$ cat src/pmx_pkg.sv
/*
  Shared constants, types and helpers for the port 0 / port 1 / port 2 pin multiplexer.
  Assumes one clock domain (mclk) and a simple write-strobe configuration port.
*/
package pmx_pkg;

  // Port widths
  localparam int P0_W = 7;
  localparam int P1_W = 8;
  localparam int P2_W = 8;
  localparam int CFG_W = 8;

  // Reset values: input direction, pull-up off, port mode, latch low
  localparam logic [P0_W-1:0] P0_DIR_RST = 7'h7F;
  localparam logic [P1_W-1:0] P1_DIR_RST = 8'hFF;
  localparam logic [P2_W-1:0] P2_DIR_RST = 8'hFF;
  localparam logic [P0_W-1:0] P0_ZERO = 7'h00;
  localparam logic [P1_W-1:0] P1_ZERO = 8'h00;
  localparam logic [P2_W-1:0] P2_ZERO = 8'h00;
  // Port 2 comes out of reset in analog input mode
  localparam logic [P2_W-1:0] P2_ANA_RST = 8'hFF;

  // Port 0 bit positions
  localparam int P0_TA_CC = 0;
  localparam int P0_TA_CAP = 1;
  localparam int P0_CSB_SO = 2;
  localparam int P0_CSB_SI = 3;
  localparam int P0_CSB_CLK = 4;
  localparam int P0_TB_CC = 5;
  localparam int P0_TB_CAP = 6;

  // Port 1 bit positions
  localparam int P1_CSA_CLK = 0;
  localparam int P1_CSA_SI = 1;
  localparam int P1_CSA_SO = 2;
  localparam int P1_UB_TX = 3;
  localparam int P1_UB_RX = 4;
  localparam int P1_T8H_A = 5;
  localparam int P1_IRQ = 6;
  localparam int P1_T8_A = 7;

  // Configuration register select codes
  typedef enum logic [3:0] {
    PMX_REG_P0_DIR = 4'h0,
    PMX_REG_P0_PULL = 4'h1,
    PMX_REG_P0_CTRL = 4'h2,
    PMX_REG_P0_OUT = 4'h3,
    PMX_REG_P1_DIR = 4'h4,
    PMX_REG_P1_PULL = 4'h5,
    PMX_REG_P1_CTRL = 4'h6,
    PMX_REG_P1_OUT = 4'h7,
    PMX_REG_P2_DIR = 4'h8,
    PMX_REG_P2_ANA = 4'h9,
    PMX_REG_P2_OUT = 4'hA,
    PMX_REG_IRQ_EDGE = 4'hB
  } pmx_reg_t;

  // Interrupt edge selection
  typedef enum logic [1:0] {
    PMX_EDGE_NONE = 2'h0,
    PMX_EDGE_RISE = 2'h1,
    PMX_EDGE_FALL = 2'h2,
    PMX_EDGE_BOTH = 2'h3
  } pmx_edge_t;

  // Outputs of the on-chip peripherals towards the pins
  typedef struct packed {
    logic timer_a_out;
    logic timer_b_out;
    logic timer8_a_out;
    logic timer8h_a_out;
    logic timer8h_b_out;
    logic csia_serial_out;
    logic csia_serial_clk;
    logic csib_serial_out;
    logic csib_serial_clk;
    logic uart_a_tx;
    logic uart_b_tx;
  } pmx_per_out_t;

  // Timer inputs taken from the pins
  typedef struct packed {
    logic timer_a_count_capture_in;
    logic timer_b_count_capture_in;
    logic timer_a_capture_in;
    logic timer_b_capture_in;
    logic timer8_a_count_in;
  } pmx_tmr_in_t;

  // Serial inputs taken from the pins
  typedef struct packed {
    logic csia_serial_in;
    logic csia_serial_clk;
    logic csib_serial_in;
    logic csib_serial_clk;
    logic csib_chip_select;
    logic uart_a_rx;
    logic uart_b_rx;
  } pmx_ser_in_t;

  // Per-bit mode select: alternate value in control mode, latch in port mode
  function automatic logic [7:0] pmx_sel(input logic [7:0] ctrl, input logic [7:0] port_v,
                                         input logic [7:0] alt_v);
    pmx_sel = (ctrl & alt_v) | (~ctrl & port_v);
  endfunction : pmx_sel

endpackage : pmx_pkg

$ cat src/pmx_edge_det.sv
/*
  Edge detector for the external interrupt pin.
  Assumes sig_in is already synchronised to mclk.
*/
`timescale 1ns/1ps
module pmx_edge_det (
  input wire logic mclk,
  input wire logic sys_rst,
  input wire logic sig_in,
  input wire logic enable,
  input wire pmx_pkg::pmx_edge_t mode,
  output logic pulse_r
);
  import pmx_pkg::*;

  logic prev_r; // Last sampled level
  // Fills with ones once the synchroniser and prev_r hold real pin levels
  logic [2:0] arm_r;
  wire rise_w = sig_in & ~prev_r; // Rising edge seen
  wire fall_w = ~sig_in & prev_r; // Falling edge seen
  // Masked until armed: the synchroniser leaves reset at zero, not at the pin level
  wire hit_w = enable & arm_r[2] & (((mode == PMX_EDGE_RISE) | (mode == PMX_EDGE_BOTH)) & rise_w
                       | ((mode == PMX_EDGE_FALL) | (mode == PMX_EDGE_BOTH)) & fall_w);

  // Track the level and emit a one-cycle request per selected edge
  always_ff @(posedge mclk or posedge sys_rst) begin
    if (sys_rst) begin
      prev_r <= 1'b0;
      arm_r <= 3'h0;
      pulse_r <= 1'b0;
    end else begin
      prev_r <= sig_in;
      arm_r <= {arm_r[1:0], 1'b1}; // Avoids a false edge just after reset
      pulse_r <= hit_w;
    end
  end
endmodule : pmx_edge_det

$ cat src/pmx_port_mux.sv
/*
  Pin multiplexer for port 0 (7 bits), port 1 (8 bits) and port 2 (8 bits, analog capable).
  Assumes pins arrive asynchronously and peripherals run on mclk.
*/
// How it works
// - Port 0 seven bits, per-bit direction
// - Port 0 pull-up option per bit
// - Port 0 bits choose port or control mode
// - Port 1 eight bits, per-bit direction
// - Port 1 pull-up option per bit
// - Port 1 bits choose port or control mode
// - Interrupt pin edge rising, falling or both
// - Count-capture pins feed clock and both captures
// - Capture pins feed first capture register only
// - Serial clock pin drives or receives clock
// - Chip-select pin feeds second serial unit
// - Port 2 pins selectable as analog inputs
// - Port 2 analog mode after reset
`timescale 1ns/1ps
module pmx_port_mux (
  input wire logic mclk,
  input wire logic sys_rst,
  input wire logic cfg_we,
  input wire pmx_pkg::pmx_reg_t cfg_sel,
  input wire logic [pmx_pkg::CFG_W-1:0] cfg_wdata,
  input wire pmx_pkg::pmx_per_out_t per_out,
  output pmx_pkg::pmx_tmr_in_t tmr_in_r,
  output pmx_pkg::pmx_ser_in_t ser_in_r,
  output logic ext_irq_req_r,
  input wire logic [pmx_pkg::P0_W-1:0] pin0_in,
  output logic [pmx_pkg::P0_W-1:0] pin0_out_r,
  output logic [pmx_pkg::P0_W-1:0] pin0_oe_r,
  output logic [pmx_pkg::P0_W-1:0] pin0_pull_r,
  input wire logic [pmx_pkg::P1_W-1:0] pin1_in,
  output logic [pmx_pkg::P1_W-1:0] pin1_out_r,
  output logic [pmx_pkg::P1_W-1:0] pin1_oe_r,
  output logic [pmx_pkg::P1_W-1:0] pin1_pull_r,
  input wire logic [pmx_pkg::P2_W-1:0] pin2_in,
  output logic [pmx_pkg::P2_W-1:0] pin2_out_r,
  output logic [pmx_pkg::P2_W-1:0] pin2_oe_r,
  output logic [pmx_pkg::P2_W-1:0] analog_inputs_r,
  output logic [pmx_pkg::P0_W-1:0] port0_rd_r,
  output logic [pmx_pkg::P1_W-1:0] port1_rd_r,
  output logic [pmx_pkg::P2_W-1:0] port2_rd_r
);
  import pmx_pkg::*;

  // Configuration registers (direction: 1 = input)
  logic [P0_W-1:0] port0_direction_reg_r;
  logic [P0_W-1:0] port0_pullup_reg_r;
  logic [P0_W-1:0] p0_ctrl_r; // 1 = control mode
  logic [P0_W-1:0] p0_latch_r; // Output latch
  logic [P1_W-1:0] port1_direction_reg_r;
  logic [P1_W-1:0] port1_pullup_reg_r;
  logic [P1_W-1:0] p1_ctrl_r;
  logic [P1_W-1:0] p1_latch_r;
  logic [P2_W-1:0] p2_dir_r;
  logic [P2_W-1:0] p2_ana_r; // 1 = analog input
  logic [P2_W-1:0] p2_latch_r;
  pmx_edge_t irq_edge_r; // Active interrupt edge

  // Two-stage synchronisers; stage one is read by stage two only
  logic [P0_W-1:0] p0_s1_r, p0_s2_r;
  logic [P1_W-1:0] p1_s1_r, p1_s2_r;
  logic [P2_W-1:0] p2_s1_r, p2_s2_r;

  // Write strobes per register
  wire wr_p0_dir = cfg_we & (cfg_sel == PMX_REG_P0_DIR);
  wire wr_p0_pull = cfg_we & (cfg_sel == PMX_REG_P0_PULL);
  wire wr_p0_ctrl = cfg_we & (cfg_sel == PMX_REG_P0_CTRL);
  wire wr_p0_out = cfg_we & (cfg_sel == PMX_REG_P0_OUT);
  wire wr_p1_dir = cfg_we & (cfg_sel == PMX_REG_P1_DIR);
  wire wr_p1_pull = cfg_we & (cfg_sel == PMX_REG_P1_PULL);
  wire wr_p1_ctrl = cfg_we & (cfg_sel == PMX_REG_P1_CTRL);
  wire wr_p1_out = cfg_we & (cfg_sel == PMX_REG_P1_OUT);
  wire wr_p2_dir = cfg_we & (cfg_sel == PMX_REG_P2_DIR);
  wire wr_p2_ana = cfg_we & (cfg_sel == PMX_REG_P2_ANA);
  wire wr_p2_out = cfg_we & (cfg_sel == PMX_REG_P2_OUT);
  wire wr_edge = cfg_we & (cfg_sel == PMX_REG_IRQ_EDGE);

  // Alternate output values; input-only functions contribute zero
  wire [7:0] p0_alt_w = {1'b0, per_out.timer_b_out, 1'b0, per_out.csib_serial_clk, 1'b0,
                         per_out.csib_serial_out, per_out.timer_a_out, 1'b0};
  // Clock and UART transmit share a pin; both idle high, so they are ANDed
  wire [7:0] p1_alt_w = {per_out.timer8_a_out, per_out.timer8h_b_out, per_out.timer8h_a_out,
                         1'b0, per_out.uart_b_tx, per_out.csia_serial_out, 1'b0,
                         per_out.csia_serial_clk & per_out.uart_a_tx};

  // Pin drive and pull-up decoding
  wire [7:0] p0_out_nxt = pmx_sel({1'b0, p0_ctrl_r}, {1'b0, p0_latch_r}, p0_alt_w);
  wire [7:0] p1_out_nxt = pmx_sel(p1_ctrl_r, p1_latch_r, p1_alt_w);
  wire [P0_W-1:0] p0_oe_nxt = ~port0_direction_reg_r;
  wire [P1_W-1:0] p1_oe_nxt = ~port1_direction_reg_r;
  wire [P0_W-1:0] p0_pull_nxt = port0_pullup_reg_r & port0_direction_reg_r;
  wire [P1_W-1:0] p1_pull_nxt = port1_pullup_reg_r & port1_direction_reg_r;
  wire [P2_W-1:0] p2_oe_nxt = ~p2_dir_r & ~p2_ana_r;

  // Pin inputs usable by a peripheral: control mode and input direction
  wire [P0_W-1:0] p0_take_w = p0_ctrl_r & port0_direction_reg_r;
  wire [P1_W-1:0] p1_take_w = p1_ctrl_r & port1_direction_reg_r;

  // Peripheral input decoding; idle-high lines rest at one when not selected
  pmx_tmr_in_t tmr_nxt;
  pmx_ser_in_t ser_nxt;
  assign tmr_nxt.timer_a_count_capture_in = p0_take_w[P0_TA_CC] & p0_s2_r[P0_TA_CC];
  assign tmr_nxt.timer_b_count_capture_in = p0_take_w[P0_TB_CC] & p0_s2_r[P0_TB_CC];
  assign tmr_nxt.timer_a_capture_in = p0_take_w[P0_TA_CAP] & p0_s2_r[P0_TA_CAP];
  assign tmr_nxt.timer_b_capture_in = p0_take_w[P0_TB_CAP] & p0_s2_r[P0_TB_CAP];
  assign tmr_nxt.timer8_a_count_in = p1_take_w[P1_T8_A] & p1_s2_r[P1_T8_A];
  assign ser_nxt.csib_serial_in = p0_take_w[P0_CSB_SI] & p0_s2_r[P0_CSB_SI];
  assign ser_nxt.csib_serial_clk = ~p0_take_w[P0_CSB_CLK] | p0_s2_r[P0_CSB_CLK];
  assign ser_nxt.csib_chip_select = ~p0_take_w[P0_TB_CC] | p0_s2_r[P0_TB_CC];
  assign ser_nxt.csia_serial_clk = ~p1_take_w[P1_CSA_CLK] | p1_s2_r[P1_CSA_CLK];
  assign ser_nxt.csia_serial_in = p1_take_w[P1_CSA_SI] & p1_s2_r[P1_CSA_SI];
  assign ser_nxt.uart_a_rx = ~p1_take_w[P1_CSA_SI] | p1_s2_r[P1_CSA_SI];
  assign ser_nxt.uart_b_rx = ~p1_take_w[P1_UB_RX] | p1_s2_r[P1_UB_RX];

  // Interrupt edge detection on the port 1 interrupt pin
  pmx_edge_det u_edge (
    .mclk(mclk),
    .sys_rst(sys_rst),
    .sig_in(p1_s2_r[P1_IRQ]),
    .enable(p1_take_w[P1_IRQ]),
    .mode(irq_edge_r),
    .pulse_r(ext_irq_req_r)
  );

  // Port 0 configuration registers
  always_ff @(posedge mclk or posedge sys_rst) begin
    if (sys_rst) begin
      port0_direction_reg_r <= P0_DIR_RST;
      port0_pullup_reg_r <= P0_ZERO;
      p0_ctrl_r <= P0_ZERO;
      p0_latch_r <= P0_ZERO;
    end else begin
      if (wr_p0_dir) port0_direction_reg_r <= cfg_wdata[P0_W-1:0];
      if (wr_p0_pull) port0_pullup_reg_r <= cfg_wdata[P0_W-1:0];
      if (wr_p0_ctrl) p0_ctrl_r <= cfg_wdata[P0_W-1:0];
      if (wr_p0_out) p0_latch_r <= cfg_wdata[P0_W-1:0];
    end
  end

  // Port 1 configuration registers and interrupt edge select
  always_ff @(posedge mclk or posedge sys_rst) begin
    if (sys_rst) begin
      port1_direction_reg_r <= P1_DIR_RST;
      port1_pullup_reg_r <= P1_ZERO;
      p1_ctrl_r <= P1_ZERO;
      p1_latch_r <= P1_ZERO;
      irq_edge_r <= PMX_EDGE_NONE;
    end else begin
      if (wr_p1_dir) port1_direction_reg_r <= cfg_wdata;
      if (wr_p1_pull) port1_pullup_reg_r <= cfg_wdata;
      if (wr_p1_ctrl) p1_ctrl_r <= cfg_wdata;
      if (wr_p1_out) p1_latch_r <= cfg_wdata;
      if (wr_edge) irq_edge_r <= pmx_edge_t'(cfg_wdata[1:0]);
    end
  end

  // Port 2 configuration registers
  always_ff @(posedge mclk or posedge sys_rst) begin
    if (sys_rst) begin
      p2_dir_r <= P2_DIR_RST;
      p2_ana_r <= P2_ANA_RST;
      p2_latch_r <= P2_ZERO;
    end else begin
      if (wr_p2_dir) p2_dir_r <= cfg_wdata;
      if (wr_p2_ana) p2_ana_r <= cfg_wdata;
      if (wr_p2_out) p2_latch_r <= cfg_wdata;
    end
  end

  // Input synchronisers
  always_ff @(posedge mclk or posedge sys_rst) begin
    if (sys_rst) begin
      {p0_s1_r, p0_s2_r} <= {P0_ZERO, P0_ZERO};
      {p1_s1_r, p1_s2_r} <= {P1_ZERO, P1_ZERO};
      {p2_s1_r, p2_s2_r} <= {P2_ZERO, P2_ZERO};
    end else begin
      {p0_s1_r, p0_s2_r} <= {pin0_in, p0_s1_r};
      {p1_s1_r, p1_s2_r} <= {pin1_in, p1_s1_r};
      {p2_s1_r, p2_s2_r} <= {pin2_in, p2_s1_r};
    end
  end

  // Registered pin drives, peripheral inputs and read-back
  always_ff @(posedge mclk or posedge sys_rst) begin
    if (sys_rst) begin
      pin0_out_r <= P0_ZERO;
      pin0_oe_r <= P0_ZERO;
      pin0_pull_r <= P0_ZERO;
      pin1_out_r <= P1_ZERO;
      pin1_oe_r <= P1_ZERO;
      pin1_pull_r <= P1_ZERO;
      pin2_out_r <= P2_ZERO;
      pin2_oe_r <= P2_ZERO;
      analog_inputs_r <= P2_ANA_RST;
      tmr_in_r <= '0;
      ser_in_r <= '1;
      port0_rd_r <= P0_ZERO;
      port1_rd_r <= P1_ZERO;
      port2_rd_r <= P2_ZERO;
    end else begin
      pin0_out_r <= p0_out_nxt[P0_W-1:0];
      pin0_oe_r <= p0_oe_nxt;
      pin0_pull_r <= p0_pull_nxt;
      pin1_out_r <= p1_out_nxt;
      pin1_oe_r <= p1_oe_nxt;
      pin1_pull_r <= p1_pull_nxt;
      pin2_out_r <= p2_latch_r;
      pin2_oe_r <= p2_oe_nxt;
      analog_inputs_r <= p2_ana_r;
      tmr_in_r <= tmr_nxt;
      ser_in_r <= ser_nxt;
      port0_rd_r <= p0_s2_r;
      port1_rd_r <= p1_s2_r;
      port2_rd_r <= p2_s2_r & ~p2_ana_r; // Analog pins read as zero
    end
  end
endmodule : pmx_port_mux

$ cat config.mk
export PLATFORM = sky130hd
export DESIGN_NAME = pmx_port_mux
export DESIGN_NICKNAME = d
export VERILOG_FILES = /design/src/pmx_pkg.sv /design/src/pmx_edge_det.sv /design/src/pmx_port_mux.sv
export SDC_FILE = /design/constraint.sdc
export NUM_CORES = 1
export LEC_CHECK = 0
export BUFFER_PORTS_ARGS = -buffer_cell sky130_fd_sc_hd__buf_4
export CAP_MARGIN = 30
export CELL_PAD_IN_SITES_DETAIL_PLACEMENT = 0
export CELL_PAD_IN_SITES_GLOBAL_PLACEMENT = 1
export CORE_UTILIZATION = 45
export DETAILED_ROUTE_END_ITERATION = 16
export PLACE_DENSITY = 0.87
export SLEW_MARGIN = 25
export SYNTH_ARGS = -nofsm -noshare
export SYNTH_HDL_FRONTEND = slang
export SYNTH_HIERARCHICAL = 1
export SYNTH_SLANG_ARGS = --single-unit
$ cat constraint.sdc
create_clock -name mclk -period 7.8 [get_ports mclk]
set_input_delay 0.39 -clock mclk [delete_from_list [all_inputs] [get_ports mclk]]
set_output_delay 0.39 -clock mclk [all_outputs]
set_load 0.05 [all_outputs]
After elaboration in Yosys (flattened, before gate mapping)
Index checks and enable logic that the tools add are counted.

storage, ports and cells
  register bits = 241
  bits of input ports = 49
  output and inout port bits = 105
  logic and storage cells = 119

cells by class
  eq/ne operators = 14
  bitwise gates (word level) = 59
  reduce and logical (&&, ||, !) cells = 1

operator list
  kind                                                             number
  8-bit AND                                                        6
  8-bit NOT                                                        4
  7-bit AND                                                        4
  1-bit AND                                                        26
  4-bit by 3-bit == test with 1-bit output, second input constant  4
  4-bit == test, second input constant                             4
  7-bit NOT                                                        2
  4-bit by 2-bit == test with 1-bit output, second input constant  2
  1-bit bitwise OR                                                 8
  8-bit bitwise OR                                                 1
  1-bit NOT                                                        7
  7-bit bitwise OR                                                 1
  2-bit == test, second input constant                             2
  4-bit by 1-bit == test with 1-bit output, second input constant  1
  4-bit zero test                                                  1
  2-bit by 1-bit == test with 1-bit output, second input constant  1

Longest topological paths before layout
  depth in word-level cells = 5
  gate-level depth with buffers = 4
  gate-level depth less buffers = 3

Modules after synthesis
Netlist, hierarchy kept.

by module, submodules not included
  module        times used  cells an instance  area an instance (µm²)  seq. area each (µm²)
  pmx_port_mux  1           428                7,677.4                 5,963.2
  pmx_edge_det  1           11                 156.4                   125.1

Worst setup path before layout
OpenSTA, ideal clock, no wires.

  kind = input to register
  start point = in cfg_sel[3]
  end point = reg p0_latch_r[0]
  library setup time = 0.125 ns
  arrival = 1.268 ns
  data required time = 7.675 ns
  path slack = 6.407 ns
  stages = 4
  buffers on the path = 1
  cells stage by stage = nor3b_4 -> nor2b_1 -> buf_4 -> mux2_2

between the ends
  cells in the longest elaborated chain, start to end = 2

ends and longest elaborated chain
  element                                   RTL line             RTL
  from (decl)                               pmx_port_mux.sv:24   input wire pmx_pkg::pmx_reg_t cfg_sel,
  4-bit by 2-bit == test with 1-bit output  pmx_port_mux.sv:71   wire wr_p0_out = cfg_we & (cfg_sel == PMX_REG_P0_OUT);
  1-bit AND                                 pmx_port_mux.sv:71
  to (signal assigned)                      pmx_port_mux.sv:139  if (wr_p0_out) p0_latch_r <= cfg_wdata[P0_W-1:0];
  to (decl)                                 pmx_port_mux.sv:52   logic [P0_W-1:0] p0_latch_r;

Every way passes these cells.
A chain may end at the register's enable or synchronous reset.

==> metrics.txt <==
share of power burned in registers=44.0%; die area=17900 um^2; Worst VDD drop=0.201 mV; row count=47; final instance count without filler cells=872; CTS sink cnt=241; worst slew pin tran=0.756 ns; hold_sp=per_out[0]; drt total wl=14900 um; total power=3.67 mW; adder-cell share of the synthesized area=0%; vias in the first global route=4447; placed cells=803; status=completed; multiplexer area fraction after synthesis=14.4%; clk root buf=clkbuf_16; Setup crit end kind=async pin; Leakage=4.94 nW; post-CTS setup buffers=0; final-report setup violation count=0; Reg-to-Reg Start=port1_direction_reg_r[6]; H-tree depth=1; Die Y=134 um; met1 wire length=6270 um; Post-Route Skew=0.00558 ns; predominant post-synthesis flop cell=dfrtp_1; MaxCap Viol Count=0; CTS tree=built; unrepaired setup endpoints after global routing=no; Iteration-0 DRC Markers=219; Initial Util=46.6%; most common cell after layout, fill and taps aside=dfrtp_1; number of synthesized flops with an enable pin=0; Max Freq=0.574 GHz; DR top layer=met4; crit path kind=primary input to async pin; Slew Viols, Final=0; largest family of logic cells by synthesized area=multiplexers; initial antenna violation count=0; ant diodes=0; sw frac=28.7%; DRC errors left=0; Antenna Violating Nets Remaining=0; # IOs=154; Hold Path Class=primary input to register; post-cts resize count=0; clock slew seen by the registers of the worst setup and hold paths=0.06 ns; Period minus WS final=1.74 ns; Num CTS Buffers=25; complex-gate fraction of the synthesized area=0.128%; GPL Wtd Cong=0.730; Int Power=2.62 mW; Worst Path Required=8.34 ns; Post-layout nets=683; Ys Warns=6; Clk network pwr share=35.2%; Setup crit start kind=primary input; P_sw=1.05 mW; die width=134 um; xor/xnor cell area share of the yosys netlist=0%; final setup TNS=0 ns; cell area after synthesis=7830 um^2; hpwl dp=9700 um; port buffer count=153; most frequent cells in the layout=dfrtp_1 (195), buf_4 (153), mux2_2 (77); cell area power density=353 nW/um^2; Syn Area/Cell=17.8 um^2; global-route wire length before repair=24300 um; CTS max path bufs=3; vias per inst=4.64; Syn Nets=488; Final period util=22.3%; max_slew headroom=49.6%; post-synthesis simple-gate area fraction=6.10%; critical path arrival=2.28 ns; library cells used by synthesis=26; layout cells sized above 1=53.2%; CP Max Fanout=150; Yosys reg bits=241; WL met2=7640 um; CP Launch Point=sys_rst; Pre-Repair DR Iteration Count=4; Async SR Flop Fraction=100%; Final Hold Fails=0; combinational power share=20.8%; Area Overhead vs Synth=32.7%; Tot GR Track Use=17.6%; Cells after Synth=439; sequential share of the synthesized area=77.7%; Vias=4042; worst skew pair latency=0.49 ns; Core Area=16800 um^2; GR Overflow Total=0; pin count of the biggest net entering global routing=151; met3 routed WL=727 um; routed wire length per instance=17.1 um; # hold bufs at CTS=24
-- worst paths after layout --
check,endpoint,slack (ns),cells past startpoint
setup / recovery,p2_s2_r[2],6.06,4
hold / removal,pin1_out_r[3],0.13,2
setup reg to reg,u_edge/pulse_r,6.80,3
hold reg to reg,p0_s2_r[2],0.35,0
max in group mclk,analog_inputs_r[3],6.20,1
min in group asynchronous,u_edge/arm_r[1],0.40,3
-- worst max-delay path, cell delays in order --
cell,delay (ns)
dlygate4sd3_1,0.53
buf_4,0.16
clkinv_8,0.45
buf_6,0.66
-- Yosys cell counts, types with 5 or more instances --
cell,number,area (um^2)
nor2_2,5,31.3
inv_1,18,67.6
and2_1,16,100
nor2b_1,14,87.6
dfrtp_1,195,4880
nand3b_1,7,52.6
mux2_2,77,867
clkbuf_1,7,26.3
mux2_4,16,240
and3_1,7,43.8
nor2_1,10,37.5
dfstp_2,46,1210
-- through the flow --
step	cell area (um^2)	worst slack [ns]	hold WS [ns]	utilization, %
after floorplan	7830	1.01	0.169	-
after global placement	9220	5.53	0.331	54.8
after detailed placement	9220	5.40	0.335	54.8
after CTS	10400	5.39	0.109	61.7
after global routing	10400	5.72	0.111	61.8
final	10400	6.06	0.130	61.8
-- routing by layer --
layer | up-vias | global-route usage, %
met4 | 0 | 4.86
li1 | 1835 | -
met1 | 2087 | 23.1
met2 | 105 | 30.1
met3 | 15 | 3.29
met5 | - | 0
-- kinds of logic after synthesis --
family | after synthesis
flops | 241
simple gates | 72
compound gates | 2
other cells | 1
buf+inv | 28
mux | 95
-- cell type report --
class,instances,area (um^2)
clock buffer,34,719
clock inverter,11,208
fill,1271,6430
sequential,241,6090
tap,220,275
timing repair buffer,178,1400
multi-input combinational,170,1620
inverter,18,80.1
-- power by group through the flow --
stage / Combinational [mW] / Clock [mW] / Sequential, mW
after floorplan: 0.178 / 0 / 1.96
after global placement: 0.745 / 0 / 1.63
after detailed placement: 0.761 / 0 / 1.64
after CTS: 0.773 / 1.33 / 1.62
after global routing: 0.799 / 1.38 / 1.64
final: 0.764 / 1.29 / 1.62
Note: power is estimated with default switching activity, not from simulation.
